File: config.mk
export PLATFORM = sky130hd
export DESIGN_NAME = blp_ctrl
export DESIGN_NICKNAME = d
export VERILOG_FILES = /design/src/hw/blp_pkg.sv /design/src/hw/blp_sink_chan.sv /design/src/hw/blp_ctrl.sv
export SDC_FILE = /design/constraint.sdc
export NUM_CORES = 2
export LEC_CHECK = 0
export BUFFER_PORTS_ARGS = -buffer_cell sky130_fd_sc_hd__buf_2
export CELL_PAD_IN_SITES_DETAIL_PLACEMENT = 0
export CELL_PAD_IN_SITES_GLOBAL_PLACEMENT = 1
export CORE_MARGIN = 2
export CORE_UTILIZATION = 45
export DETAILED_ROUTE_END_ITERATION = 6
export HOLD_SLACK_MARGIN = 0.1
export PLACE_DENSITY = 0.83
export SETUP_SLACK_MARGIN = 0.15
export SYNTH_ARGS = -nofsm -noshare
export SYNTH_HDL_FRONTEND = slang
export SYNTH_HIERARCHICAL = 1
export SYNTH_SLANG_ARGS = --single-unit
File: constraint.sdc
create_clock -name pclk -period 4.84 [get_ports pclk]
set_input_delay 0.242 -clock pclk [delete_from_list [all_inputs] [get_ports pclk]]
set_output_delay 0.242 -clock pclk [all_outputs]
set_load 0.005 [all_outputs]
File: src/hw/blp_pkg.sv
package blp_pkg;
  localparam int CLK_KHZ      = 10000;
  localparam int TICK_MS      = 10;
  localparam int TICK_CYC     = TICK_MS * CLK_KHZ;
  localparam int SCP_BLANK_MS = 4;
  localparam int SCP_CYC      = SCP_BLANK_MS * CLK_KHZ;
  localparam int NSINK        = 7;
  localparam int LVL_W        = 7;
  localparam int NFLAG        = 5;
  // Register indices; byte address is four times the index
  localparam logic [5:0] IDX_MODE   = 6'h01;
  localparam logic [5:0] IDX_FLAG   = 6'h02;
  localparam logic [5:0] IDX_MASK   = 6'h03;
  localparam logic [5:0] IDX_CFG    = 6'h04;
  localparam logic [5:0] IDX_GROUP  = 6'h05;
  localparam logic [5:0] IDX_FADE   = 6'h0F;
  localparam logic [5:0] IDX_SEN    = 6'h10;
  localparam logic [5:0] IDX_TIMER  = 6'h11;
  localparam logic [5:0] IDX_LVL0   = 6'h14;
  localparam logic [5:0] IDX_FILT1  = 6'h1B;
  localparam logic [5:0] IDX_FILT2  = 6'h1C;
  localparam logic [5:0] IDX_STATUS = 6'h25;
  localparam logic [31:0] REG_RST   = 32'h0000_0000;
  // Field positions
  localparam int MODE_AUTO  = 1;
  localparam int MODE_ACT   = 5;
  localparam int CFG_SEC    = 2;
  localparam int CFG_LVL    = 4;
  localparam int FADE_OUT   = 4;
  localparam int FADE_LAW   = 8;
  localparam int TMR_OFF    = 2;
  localparam int F_MAIN     = 0;
  localparam int F_SECOND   = 1;
  localparam int F_OVP      = 2;
  localparam int F_TSD      = 3;
  localparam int F_SHORT    = 4;
  localparam logic [1:0] LVL_DAY    = 2'h0;
  localparam logic [1:0] LVL_OFFICE = 2'h1;
  localparam logic [1:0] LVL_DARK   = 2'h2;
  // Blink and filter times in ms, counted in 10 ms ticks
  localparam int ON_MS0 = 200;
  localparam int ON_MS1 = 600;
  localparam int ON_MS2 = 800;
  localparam int ON_MS3 = 1200;
  localparam int OFF_MS1 = 600;
  localparam int OFF_MS2 = 1200;
  localparam int OFF_MS3 = 1800;
  localparam int FLT_MS0 = 80;
  localparam int FLT_MS7 = 10000;

  typedef enum {ST_STANDBY, ST_START, ST_RUN, ST_SHORT, ST_THERM} blp_state_e;

  function automatic logic [7:0] blp_on_ticks(input logic [1:0] s);
    case (s)
      2'h0:    return 8'(ON_MS0 / TICK_MS);
      2'h1:    return 8'(ON_MS1 / TICK_MS);
      2'h2:    return 8'(ON_MS2 / TICK_MS);
      default: return 8'(ON_MS3 / TICK_MS);
    endcase
  endfunction

  function automatic logic [7:0] blp_off_ticks(input logic [1:0] s);
    case (s)
      2'h1:    return 8'(OFF_MS1 / TICK_MS);
      2'h2:    return 8'(OFF_MS2 / TICK_MS);
      default: return 8'(OFF_MS3 / TICK_MS);
    endcase
  endfunction

  // Doubling steps from 80 ms, top setting capped at 10 s
  function automatic logic [9:0] blp_filt_ticks(input logic [2:0] s);
    if (s == 3'h7) return 10'(FLT_MS7 / TICK_MS);
    return 10'((FLT_MS0 / TICK_MS) << s);
  endfunction
endpackage

File: src/hw/blp_sink_chan.sv
`timescale 1ns/1ns
// One independent sink: blink phases and shared-rate fading
module blp_sink_chan (
  // Clock and reset
  input  wire logic             pclk,
  input  wire logic             presetn,
  input  wire logic             tick,
  // Settings
  input  wire logic             run,
  input  wire logic [6:0]       level,
  input  wire logic [1:0]       on_sel,
  input  wire logic [1:0]       off_sel,
  input  wire logic [3:0]       fade_in,
  input  wire logic [3:0]       fade_out,
  input  wire logic             law,
  // Drive
  output logic      [6:0]       current
);
  import blp_pkg::*;

  logic       phase_on_reg;
  logic [7:0] tcnt_reg;
  logic [3:0] fcnt_reg;
  logic [6:0] lvl_reg;
  logic [6:0] target;
  logic [3:0] rate;
  logic       blink;
  logic [13:0] sq;

  assign blink  = off_sel != 2'h0;
  // Disabled during the off phase the target is already zero
  assign target = (run && (phase_on_reg || !blink)) ? level : 7'h00;
  assign rate   = (lvl_reg < target) ? fade_in : fade_out;
  assign sq     = lvl_reg * lvl_reg;

  // Blink phase timer; restarts in the on phase at each enable
  always_ff @(posedge pclk or negedge presetn) begin
    if (!presetn) begin
      phase_on_reg <= 1'b1;
      tcnt_reg     <= 8'h00;
    end else if (!run || !blink) begin
      phase_on_reg <= 1'b1;
      tcnt_reg     <= 8'h00;
    end else if (tick) begin
      if (phase_on_reg && tcnt_reg + 8'h01 >= blp_on_ticks(on_sel)) begin
        phase_on_reg <= 1'b0;
        tcnt_reg     <= 8'h00;
      end else if (!phase_on_reg &&
                   tcnt_reg + 8'h01 >= blp_off_ticks(off_sel)) begin
        phase_on_reg <= 1'b1;
        tcnt_reg     <= 8'h00;
      end else begin
        tcnt_reg <= tcnt_reg + 8'h01;
      end
    end
  end

  // Fade: one level step every rate ticks, rate zero jumps at once
  always_ff @(posedge pclk or negedge presetn) begin
    if (!presetn) begin
      lvl_reg  <= 7'h00;
      fcnt_reg <= 4'h0;
    end else if (lvl_reg == target) begin
      fcnt_reg <= 4'h0;
    end else if (rate == 4'h0) begin
      lvl_reg <= target;
    end else if (tick) begin
      if (fcnt_reg + 4'h1 >= rate) begin
        fcnt_reg <= 4'h0;
        lvl_reg  <= (lvl_reg < target) ? lvl_reg + 7'h01 : lvl_reg - 7'h01;
      end else begin
        fcnt_reg <= fcnt_reg + 4'h1;
      end
    end
  end

  // Square law trades low-end resolution for perceived smoothness
  always_ff @(posedge pclk or negedge presetn) begin
    if (!presetn) current <= 7'h00;
    else          current <= law ? sq[13:7] : lvl_reg;
  end
endmodule // blp_sink_chan

File: src/hw/blp_ctrl.sv
`timescale 1ns/1ns
// Backlight controller: auto level, sinks, faults and flags over APB
module blp_ctrl #(
  parameter int TICK_CYC = blp_pkg::TICK_CYC,
  parameter int SCP_CYC  = blp_pkg::SCP_CYC
) (
  // APB slave
  input  wire logic                        pclk,
  input  wire logic                        presetn,
  input  wire logic                        psel,
  input  wire logic                        penable,
  input  wire logic                        pwrite,
  input  wire logic [7:0]                  paddr,
  input  wire logic [31:0]                 pwdata,
  output logic      [31:0]                 prdata,
  output logic                             pready,
  output logic                             pslverr,
  // Ambient comparators, main then second sensor
  input  wire logic                        office_cmp_raw,
  input  wire logic                        dark_cmp_raw,
  input  wire logic                        office2_cmp_raw,
  input  wire logic                        dark2_cmp_raw,
  // Analog fault and status indications
  input  wire logic                        short_detect,
  input  wire logic                        ovp_trip,
  input  wire logic                        clamp_active,
  input  wire logic                        temp_hot,
  input  wire logic                        temp_above_rec,
  // Power and sink drive
  output logic                             pump_en,
  output logic                             soft_start,
  output logic      [1:0]                  level_select,
  output logic      [blp_pkg::NSINK-1:0]   backlight_member,
  output logic      [blp_pkg::NSINK*blp_pkg::LVL_W-1:0] sink_current,
  // Interrupt pin
  output logic                             irq_out_n
);
  import blp_pkg::*;

  function automatic logic idx_mapped(input logic [5:0] i);
    return i == IDX_MODE || i == IDX_FLAG || i == IDX_MASK ||
           i == IDX_CFG || i == IDX_GROUP || i == IDX_FADE ||
           i == IDX_SEN || i == IDX_TIMER || i == IDX_FILT1 ||
           i == IDX_FILT2 || i == IDX_STATUS ||
           (i >= IDX_LVL0 && i < IDX_LVL0 + 6'(NSINK));
  endfunction

  logic [5:0]       idx;
  logic             acc;
  logic             ack_reg;
  logic             err_reg;
  logic             wr_en;
  logic [31:0]      rd_val;
  logic             auto_reg;
  logic             act_reg;
  logic             sec_reg;
  logic [4:0]       flag_reg;
  logic [4:0]       mask_reg;
  logic [4:0]       flag_set;
  logic [4:0]       flag_clr;
  logic [6:0]       group_reg;
  logic [8:0]       fade_reg;
  logic [6:0]       sen_reg;
  logic [15:0]      timer_reg;
  logic [6:0]       lvl_reg [0:NSINK-1];
  logic [2:0]       filt1_reg;
  logic [2:0]       filt2_reg;
  logic [19:0]      tick_cnt_reg;
  logic             tick;
  logic [3:0]       cmp_raw;
  logic [3:0]       cmp_out;
  logic [3:0]       cmp_d_reg;
  logic             office_cmp_out;
  logic             dark_cmp_out;
  logic             ovp_d_reg;
  logic [19:0]      scp_cnt_reg;
  logic             act_wr1;
  logic             irq_n_reg;
  blp_state_e       state_reg;
  blp_state_e       state_next;

  // APB: one wait state so read data leave a flip-flop
  assign idx     = paddr[7:2];
  assign acc     = psel && penable;
  assign pready  = ack_reg;
  assign pslverr = ack_reg && err_reg;
  assign wr_en   = acc && ack_reg && pwrite && !err_reg;
  assign act_wr1 = wr_en && idx == IDX_MODE && pwdata[MODE_ACT];

  always_ff @(posedge pclk or negedge presetn) begin
    if (!presetn) begin
      ack_reg <= 1'b0;
      err_reg <= 1'b0;
      prdata  <= REG_RST;
    end else begin
      ack_reg <= acc && !ack_reg;
      if (acc && !ack_reg) begin
        err_reg <= !idx_mapped(idx);
        prdata  <= rd_val;
      end
    end
  end

  // Read mux; reserved bits read zero
  always_comb begin
    rd_val = 32'h0000_0000;
    case (idx)
      IDX_MODE: begin
        rd_val[MODE_AUTO] = auto_reg;
        rd_val[MODE_ACT]  = act_reg;
      end
      IDX_FLAG:   rd_val[4:0] = flag_reg;
      IDX_MASK:   rd_val[4:0] = mask_reg;
      IDX_CFG: begin
        rd_val[CFG_SEC]           = sec_reg;
        rd_val[CFG_LVL+1:CFG_LVL] = level_select;
      end
      IDX_GROUP:  rd_val[6:0]  = group_reg;
      IDX_FADE:   rd_val[8:0]  = fade_reg;
      IDX_SEN:    rd_val[6:0]  = sen_reg;
      IDX_TIMER:  rd_val[15:0] = timer_reg;
      IDX_FILT1:  rd_val[2:0]  = filt1_reg;
      IDX_FILT2:  rd_val[2:0]  = filt2_reg;
      IDX_STATUS: rd_val[7:0]  = {clamp_active, pump_en, soft_start,
                                  state_reg == ST_RUN, cmp_out};
      default: begin
        if (idx >= IDX_LVL0 && idx < IDX_LVL0 + 6'(NSINK))
          rd_val[6:0] = lvl_reg[3'(idx - IDX_LVL0)];
      end
    endcase
  end

  // Plain configuration registers
  always_ff @(posedge pclk or negedge presetn) begin
    if (!presetn) begin
      auto_reg  <= REG_RST[0];
      sec_reg   <= REG_RST[0];
      mask_reg  <= REG_RST[4:0];
      group_reg <= REG_RST[6:0];
      fade_reg  <= REG_RST[8:0];
      sen_reg   <= REG_RST[6:0];
      timer_reg <= REG_RST[15:0];
      filt1_reg <= REG_RST[2:0];
      filt2_reg <= REG_RST[2:0];
      for (int k = 0; k < NSINK; k++) lvl_reg[k] <= REG_RST[6:0];
    end else if (wr_en) begin
      case (idx)
        IDX_MODE:  auto_reg  <= pwdata[MODE_AUTO];
        IDX_CFG:   sec_reg   <= pwdata[CFG_SEC];
        IDX_MASK:  mask_reg  <= pwdata[4:0];
        IDX_GROUP: group_reg <= pwdata[6:0];
        IDX_FADE:  fade_reg  <= pwdata[8:0];
        IDX_SEN:   sen_reg   <= pwdata[6:0];
        IDX_TIMER: timer_reg <= pwdata[15:0];
        IDX_FILT1: filt1_reg <= pwdata[2:0];
        IDX_FILT2: filt2_reg <= pwdata[2:0];
        default: begin
          if (idx >= IDX_LVL0 && idx < IDX_LVL0 + 6'(NSINK))
            lvl_reg[3'(idx - IDX_LVL0)] <= pwdata[6:0];
        end
      endcase
    end
  end

  // Active bit: host writes it; thermal shutdown holds it clear,
  // so a write while still hot cannot leave a stale active bit behind
  always_ff @(posedge pclk or negedge presetn) begin
    if (!presetn)
      act_reg <= REG_RST[0];
    else if (state_next == ST_THERM)
      act_reg <= 1'b0;
    else if (wr_en && idx == IDX_MODE)
      act_reg <= pwdata[MODE_ACT];
  end

  // 10 ms timebase for filters, blink and fade
  always_ff @(posedge pclk or negedge presetn) begin
    if (!presetn) begin
      tick_cnt_reg <= 20'h00000;
      tick         <= 1'b0;
    end else if (tick_cnt_reg == 20'(TICK_CYC - 1)) begin
      tick_cnt_reg <= 20'h00000;
      tick         <= 1'b1;
    end else begin
      tick_cnt_reg <= tick_cnt_reg + 20'h00001;
      tick         <= 1'b0;
    end
  end

  // Comparator filters; analog hysteresis already shapes the raw edges
  assign cmp_raw = {dark2_cmp_raw, office2_cmp_raw,
                    dark_cmp_raw, office_cmp_raw};
  for (genvar g = 0; g < 4; g++) begin : g_flt
    logic [9:0] cnt_reg;
    logic       out_reg;
    logic [9:0] lim;
    assign lim = blp_filt_ticks(g < 2 ? filt1_reg : filt2_reg);
    // A glitch shorter than the filter time resets the count
    always_ff @(posedge pclk or negedge presetn) begin
      if (!presetn) begin
        cnt_reg <= 10'h000;
        out_reg <= 1'b0;
      end else if (cmp_raw[g] == out_reg) begin
        cnt_reg <= 10'h000;
      end else if (tick) begin
        if (cnt_reg + 10'h001 >= lim) begin
          out_reg <= cmp_raw[g];
          cnt_reg <= 10'h000;
        end else begin
          cnt_reg <= cnt_reg + 10'h001;
        end
      end
    end
    assign cmp_out[g] = out_reg;
  end

  // Auto level follows the selected sensor; dark outranks office
  assign office_cmp_out = sec_reg ? cmp_out[2] : cmp_out[0];
  assign dark_cmp_out   = sec_reg ? cmp_out[3] : cmp_out[1];
  always_ff @(posedge pclk or negedge presetn) begin
    if (!presetn)
      level_select <= LVL_DAY;
    else if (auto_reg) begin
      if (dark_cmp_out)
        level_select <= LVL_DARK;
      else if (office_cmp_out)
        level_select <= LVL_OFFICE;
      else
        level_select <= LVL_DAY;
    end else if (wr_en && idx == IDX_CFG)
      level_select <= pwdata[CFG_LVL+1:CFG_LVL];
  end

  // Power state machine
  always_comb begin
    state_next = state_reg;
    case (state_reg)
      ST_STANDBY: if (act_reg) state_next = ST_START;
      ST_START:   if (scp_cnt_reg == 20'h00000) state_next = ST_RUN;
      ST_RUN: begin
        if (!act_reg) state_next = ST_STANDBY;
        else if (short_detect) state_next = ST_SHORT;
      end
      ST_SHORT:   if (act_wr1) state_next = ST_START;
      ST_THERM:   if (act_wr1 && !temp_above_rec) state_next = ST_START;
      default:    state_next = ST_STANDBY;
    endcase
    if (temp_hot && state_reg != ST_THERM)
      state_next = ST_THERM;
  end

  always_ff @(posedge pclk or negedge presetn) begin
    if (!presetn) state_reg <= ST_STANDBY;
    else          state_reg <= state_next;
  end

  // Short sensing blank: reloaded at each start or restart
  always_ff @(posedge pclk or negedge presetn) begin
    if (!presetn)
      scp_cnt_reg <= 20'(SCP_CYC - 1);
    else if (state_reg != ST_START)
      scp_cnt_reg <= 20'(SCP_CYC - 1);
    else if (scp_cnt_reg != 20'h00000)
      scp_cnt_reg <= scp_cnt_reg - 20'h00001;
  end

  // Pump runs in start and run only and stops on overvoltage; clamp regulation is not a fault
  always_ff @(posedge pclk or negedge presetn) begin
    if (!presetn) begin
      pump_en    <= 1'b0;
      soft_start <= 1'b0;
    end else begin
      pump_en    <= (state_next == ST_START || state_next == ST_RUN) &&
                    !ovp_trip;
      soft_start <= state_next == ST_START;
    end
  end

  // Flag sources; set beats a same-cycle clear
  assign flag_set[F_MAIN]   = cmp_out[1:0] != cmp_d_reg[1:0];
  assign flag_set[F_SECOND] = cmp_out[3:2] != cmp_d_reg[3:2];
  assign flag_set[F_OVP]    = ovp_trip && !ovp_d_reg;
  assign flag_set[F_TSD]    = (temp_hot && state_reg != ST_THERM) ||
                              (state_reg == ST_THERM &&
                               temp_above_rec);
  assign flag_set[F_SHORT]  = state_reg == ST_RUN && act_reg &&
                              short_detect;
  assign flag_clr = (wr_en && idx == IDX_FLAG) ? pwdata[4:0] : 5'h00;

  always_ff @(posedge pclk or negedge presetn) begin
    if (!presetn) begin
      flag_reg  <= REG_RST[4:0];
      cmp_d_reg <= 4'h0;
      ovp_d_reg <= 1'b0;
    end else begin
      flag_reg  <= (flag_reg & ~flag_clr) | flag_set;
      cmp_d_reg <= cmp_out;
      ovp_d_reg <= ovp_trip;
    end
  end

  // Pin is registered so a masked flag never glitches it
  always_ff @(posedge pclk or negedge presetn) begin
    if (!presetn) irq_n_reg <= 1'b1;
    else          irq_n_reg <= ~|(flag_reg & mask_reg);
  end
  assign irq_out_n = irq_n_reg;

  // Sinks: independent ones run only while the supply is up
  assign backlight_member = ~group_reg;
  for (genvar s = 0; s < NSINK; s++) begin : g_sink
    blp_sink_chan u_chan (
      .pclk     (pclk),
      .presetn  (presetn),
      .tick     (tick),
      .run      (sen_reg[s] && group_reg[s] && state_reg == ST_RUN),
      .level    (lvl_reg[s]),
      .on_sel   (timer_reg[1:0]),
      .off_sel  (timer_reg[TMR_OFF+2*s+1:TMR_OFF+2*s]),
      .fade_in  (fade_reg[3:0]),
      .fade_out (fade_reg[FADE_OUT+3:FADE_OUT]),
      .law      (fade_reg[FADE_LAW]),
      .current  (sink_current[LVL_W*s+LVL_W-1:LVL_W*s])
    );
  end
endmodule // blp_ctrl

# --- Word-level counts from Yosys, hierarchy flattened ---
# Cells that the tools add are included.
# Widths: inputs -> output; s select.
totals:
  out_inout_bits: 95
  elab_cells: 670
  reg_bits: 441
  inputBits: 54
op_classes:
  n_mux: 226
  magnitude_cmp: 36
  n_eq_ne: 61
  n_bitwise: 18
  multipliers: 7
  n_addsub: 35
  shift: 2
  reduce_logical: 211
ops:
  columns: ["op", "count"]
  rows:
  - ["$mux 8", 57]
  - ["$mux 7", 47]
  - ["$mux 32", 7]
  - ["$mux 10", 16]
  - ["$pmux 32 s5", 1]
  - ["$mux 4", 35]
  - ["$ge 8x8->1", 14]
  - ["$pmux 8 s2", 7]
  - ["$mul 7x7->14", 7]
  - ["$eq 32x2->1 const B", 3]
  - ["$eq 32x3->1 const B", 3]
  - ["$reduce_bool 2->1", 42]
  - ["$eq 32x4->1 const B", 2]
  - ["$mux 20", 3]
  - ["$add 8x1->8 const B", 7]
  - ["$logic_and 1x1->1", 54]
  - ["$add 7x1->7 const B", 7]
  - ["$bwmux 49", 1]
  - ["$eq 7x7->1", 7]
  - ["$lt 7x7->1", 7]
  - ["$sub 7x1->7 const B", 7]
  - ["$reduce_and 2->1", 23]
  - ["$add 10x1->10 const B", 4]
  - ["$ge 10x10->1", 4]
  - ["60 further kinds", 231]

# --- Logic depth before layout (Yosys ltp) ---
depth:
  ltp_word: 16
  ltp_mapped: 21
  mapped_depth_nobuf: 20

# --- Modules after synthesis ---
# The synthesis kept the hierarchy.
by_module_without_submodules:
  columns: ["mod", "cells_each", "seq_area_each_um2", "n_inst", "area_per_inst_um2"]
  rows:
  - ["blp_ctrl", 1104, 6319.8, 1, 12425.7]
  - ["blp_sink_chan at g_sink[1].u_chan ...", 367, 676.9, 3, 3308.2]
  - ["blp_sink_chan at g_sink[6].u_chan", 364, 676.9, 1, 3288.2]
  - ["blp_sink_chan at g_sink[5].u_chan", 365, 676.9, 1, 3266.9]
  - ["blp_sink_chan at g_sink[4].u_chan", 369, 676.9, 1, 3258.1]
  - ["blp_sink_chan at g_sink[0].u_chan", 373, 676.9, 1, 3254.4]

# --- Least setup slack after synthesis ---
# Ideal clock, no wire load.
synth_path:
  path_kind: "register -> register"
  start: "register state_reg[3]"
  end: "register g_sink[4].u_chan.fcnt_reg[3]"
  path_stages_with_launch: 19
  synth_period_minus_slack_ns: 5.054
  path_buffers: 1
  setup_ns: 0.078
  required_ns: 4.762
  t_arrival_ns: 4.977
  setup_slack_ns: -0.214
  path_cell_list: "dfrtp_1 nor4_1 nand4_1 nor4_1 and3_1 nor2b_1 nand2_1 ha_1 a21oi_2 a21oi_2 a2111oi_4 mux2_2 ha_1 nand2b_1 a21oi_1 o21ai_0 clkbuf_1 or4b_1 a21oi_1"
synth_between:
  elab_chain_len: 11
  word_cells_on_any_way: 16
  cone_classes: "order compare (2); eq/ne (3); mux (6); reduce/logical (5)"
synth_lines:
  columns: ["item", "line", "source"]
  rows:
  - ["from (decl)", "blp_ctrl.sv:79", "blp_state_e state_reg;"]
  - ["from (signal assigned)", "blp_ctrl.sv:254", "else state_reg <= state_next;"]
  - ["$eq 32x3->1 *", "blp_ctrl.sv:316", ".run (sen_reg[s] && group_reg[s] && state_reg == ST_RUN),"]
  - ["$logic_and 1x1->1 *", "blp_ctrl.sv:316", null]
  - ["$logic_and 1x1->1 *", "blp_sink_chan.sv:32", "assign target = (run && (phase_on_reg || !blink)) ? level : 7'h00;"]
  - ["$mux 7 *", "blp_sink_chan.sv:32", null]
  - ["$lt 7x7->1", "blp_sink_chan.sv:33", "assign rate = (lvl_reg < target) ? fade_in : fade_out;"]
  - ["$mux 4", "blp_sink_chan.sv:33", null]
  - ["$ge 4x4->1", "blp_sink_chan.sv:68", "if (fcnt_reg + 4'h1 >= rate) begin"]
  - ["$mux 4", "blp_sink_chan.sv:68", null]
  - ["$mux 4", "blp_sink_chan.sv:67", "end else if (tick) begin"]
  - ["$mux 4", "blp_sink_chan.sv:65", "end else if (rate == 4'h0) begin"]
  - ["$mux 4", "blp_sink_chan.sv:63", "end else if (lvl_reg == target) begin"]
  - ["to (signal assigned)", "blp_sink_chan.sv:72", "fcnt_reg <= fcnt_reg + 4'h1;"]
  - ["to (decl)", "blp_sink_chan.sv:23", "logic [3:0] fcnt_reg;"]
# Mark *: on every way between the ends. The rest lies on a longest branch, timed or not. The select of a mux whose other input is x is not followed.
# A chain may end at the register's enable or synchronous reset.

# --- Worst setup path after layout ---
layout_path:
  start: "register state_reg[21]"
  end: "register g_sink[4].u_chan.fcnt_reg[3]"
# Same word-level chain as after synthesis.

==> impl_metrics.yaml <==
global_route:
  grt_pass1_wl_um: 147000
  grt_max_degree: 115
  antenna_found_initial: 1
  grt_overflow_total: 0
  gr-usage-all-layers_pct: 21.9
  first_global_vias: 28251
drt:
  drc: 0
  ant_nets: 0
  drtIter0Drc: 1730
  wl_per_cell_um: 17.7
  routed_wirelength_um: 89900
  avgViaCountPerCell: 5.60
  via_count: 28360
  dr.pass1.iters: 6
final_layout:
  largest_reg_flops: 56
  nets: 4544
  drive_gt1_share_pct: 21.7
  antenna_cells: 0
  stdcell_count: 5063
  synthToLayoutAreaGrowth_pct: 18.8
  fin_util_pct: 54.1
  fin_area_um2: 42100
placed_design:
  place_inst: 4883
  dp_hpwl_um: 64000
  dpl_cell_area_um2: 38000
  port_buffers: 114
  dpl_worst_slack_ps: -94.6
  gp_congestion: 0.886
synthesis:
  syn_avg_cell_area_um2: 9.63
  synthArstFlopShare_pct: 100
  syn_area_um2: 35400
  yosysWarnings: 6
  ys_ff_latch: 441
  ys_seq_area_share_pct: 31.2
  syn_inst: 3676
  synth-main-ff-cell: "dfrtp_1"
  synth_top_area_cell: "dfrtp_1"
  synth_area_leaders: "dfrtp_1 (30%), ha_1 (15%), fa_1 (5.1%), mux2_2 (3.7%), nand2_1 (3.6%)"
  synth_edf_count: 0
  synth_top_cell_area_share_pct: 29.9
  yosys.cell_types.count: 110
pwr:
  leakagePower_nw: 20.0
  total_power_mw: 8.56
  vdd_drop_max_mv: 0.270
  p_per_area_nw_per_um2: 203
sta:
  setup_viol: 0
  maxClockFrequency_mhz: 213
  fin_crit_sh_pct: 97.0
  min_period_ps: 4700
  timing.hold.ws_ps: 185
  drv_slew: 0
  slew_headroom_pct: 13.6
  worst_slew_pin_slew_ps: 1280
  hold_viol_final: 0
  layout_setup_ws_ps: 145
  setup-tns-final_ps: 0
  finClkSkew_ps: 14.2
  rsz0062_at_grt: "yes"
critical_path:
  cp.arrival_ps: 5250
  rr_endpoint: "g_sink[4].u_chan/fcnt_reg[3]$_DFFE_PN0P_"
  r2r_setup_slack_ps: 140
  worstRegToRegCells: 21
  cp_max_fo: 6
  cp.required_ps: 5400
  crit_path_start_kind: "flop"
  crit_type: "flop to flop"
  r2r-start: "state_reg[21]$_DFF_PN0_"
  critPathCaptureType: "flop"
floorplanning:
  fp.dieArea_um2: 81000
  rows: 102
  die_w_um: 285
  core-area_um2: 77700
  io_pins: 149
  fp.dieH_um: 285
  initial_utilization_pct: 45.6
clock_tree:
  cts_buffer_depth: 3
  cts.reportedPaths.clkPinSlew_ps: 60
  tritoncts: "yes"
  root_buffer: "clkbuf_16"
  clkSinkCount: 441
  htree_num_levels: 2
  cts_buffers: 55
  clock_latency_ps: 630
outcome:
  outcome: "complete, no violations"
hold_path:
  hold_end: "auto_reg$_DFFE_PN0N_"
  whs_path_depth: 4
  hold_start: "penable"
  min_path_type: "input pin to flop"
job:
  cap_violations: 0
how the worst max path moves through the flow:
stage,from,end,slack [ps],depth (start not counted)
2_1_floorplan,state_reg[3]$_DFF_PN0_,g_sink[4].u_chan/fcnt_reg[3]$_DFFE_PN0P_,160,18
5_1_grt,state_reg[22]$_DFF_PN0_,g_sink[1].u_chan/lvl_reg[6]$_DFFE_PN0P_,-90,23
6_report,state_reg[21]$_DFF_PN0_,g_sink[4].u_chan/fcnt_reg[3]$_DFFE_PN0P_,140,21
3_3_place_gp,state_reg[16]$_DFF_PN0_,g_sink[4].u_chan/lvl_reg[5]$_DFFE_PN0P_,-20,19
4_1_cts,state_reg[7]$_DFF_PN0_,g_sink[4].u_chan/fcnt_reg[3]$_DFFE_PN0P_,150,21
3_5_place_dp,state_reg[16]$_DFF_PN0_,g_sink[0].u_chan/lvl_reg[6]$_DFFE_PN0P_,-90,21
critical path: stages (launching register included):
cell	delay (ps)
dfrtp_1	380
nor4_2	290
nand4_1	160
buf_6	160
nor4_4	230
buf_4	180
and3_4	190
nor2b_4	140
buf_6	150
nand2_2	90
ha_1	290
nand4_1	130
a21oi_2	60
a2111oi_4	400
mux2_4	340
ha_1	300
nand2b_4	140
a21oi_2	130
o21ai_2	100
buf_4	140
or4b_4	470
a21oi_2	120
layout by cell type, fill, tap and decap left out, types with 45 or more instances in the layout:
master	n
a21o_1	46
a21oi_1	115
and2_1	94
buf_2	114
buf_4	164
clkbuf_16	55
conb_1	45
dfrtp_1	417
fa_1	86
ha_1	375
ha_4	47
inv_1	265
mux2_2	111
mux2i_1	82
nand2_1	302
nand2b_1	50
nand3_1	121
nor2_1	162
nor3_1	60
o21ai_0	110
xnor2_1	108
xor2_1	103
cell families after synthesis:
| logic type | Yosys count | share of synthesized area (%) |
|---|---|---|
| AND/OR/NAND/NOR | 1137 | 16.9 |
| AO/OA/AOI/OAI | 726 | 14.5 |
| adder cells (fa/ha/maj) | 514 | 20.1 |
| flip-flops | 441 | 31.2 |
| buffers and inverters | 420 | 4.76 |
| multiplexers | 224 | 7.21 |
| XOR/XNOR | 213 | 5.29 |
| other | 1 | 0.0106 |
timing repair:
item | in CTS | in global routing
hold endpoints to repair | 125 | 0
buffers inserted | 5 | 41
setup endpoints to repair | 58 | 84
pin swaps | 9 | 127
gates resized for setup | 25 | 266
cloned | 0 | 1
hold buffers | 29 | 0
cells in the mapped netlist (53+ instances only):
| cell type | number |
|---|---|
| ha_1 | 423 |
| a21oi_1 | 149 |
| nand2_1 | 343 |
| nand3_1 | 123 |
| nor3_1 | 60 |
| inv_1 | 274 |
| xnor2_1 | 109 |
| fa_1 | 91 |
| and2_1 | 100 |
| clkbuf_1 | 102 |
| xor2_1 | 103 |
| nor2_1 | 165 |
| o21ai_0 | 123 |
| nand2b_1 | 53 |
| mux2_2 | 115 |
| dfrtp_1 | 423 |
| mux2i_1 | 83 |
where the power goes:
part / leakage (nW) / internal, mW / switching, mW
combinational: 13.1 / 0.115 / 0.231
sequential: 5.90 / 3.73 / 0.0520
clock: 0.939 / 2.66 / 1.77
cell type report:
type,instances,area (µm²)
Multi-Input combinational cell,2859,24200
Inverter,275,1050
Clock inverter,31,422
Timing Repair Buffer,344,2550
Tap cell,1040,1300
Clock buffer,73,1520
Fill cell,6879,35600
Sequential cell,441,11100
metal layers:
| metal | up-vias | wire [µm] | GRT usage (%) |
|---|---|---|---|
| li1 | 13755 | - | - |
| met1 | 13863 | 40500 | 29.7 |
| met2 | 627 | 42300 | 36.4 |
| met3 | 113 | 5300 | 3.80 |
| met4 | 2 | 1700 | 5.17 |
| met5 | - | 13 | 0 |
Note: power is estimated with default switching activity, not from simulation.
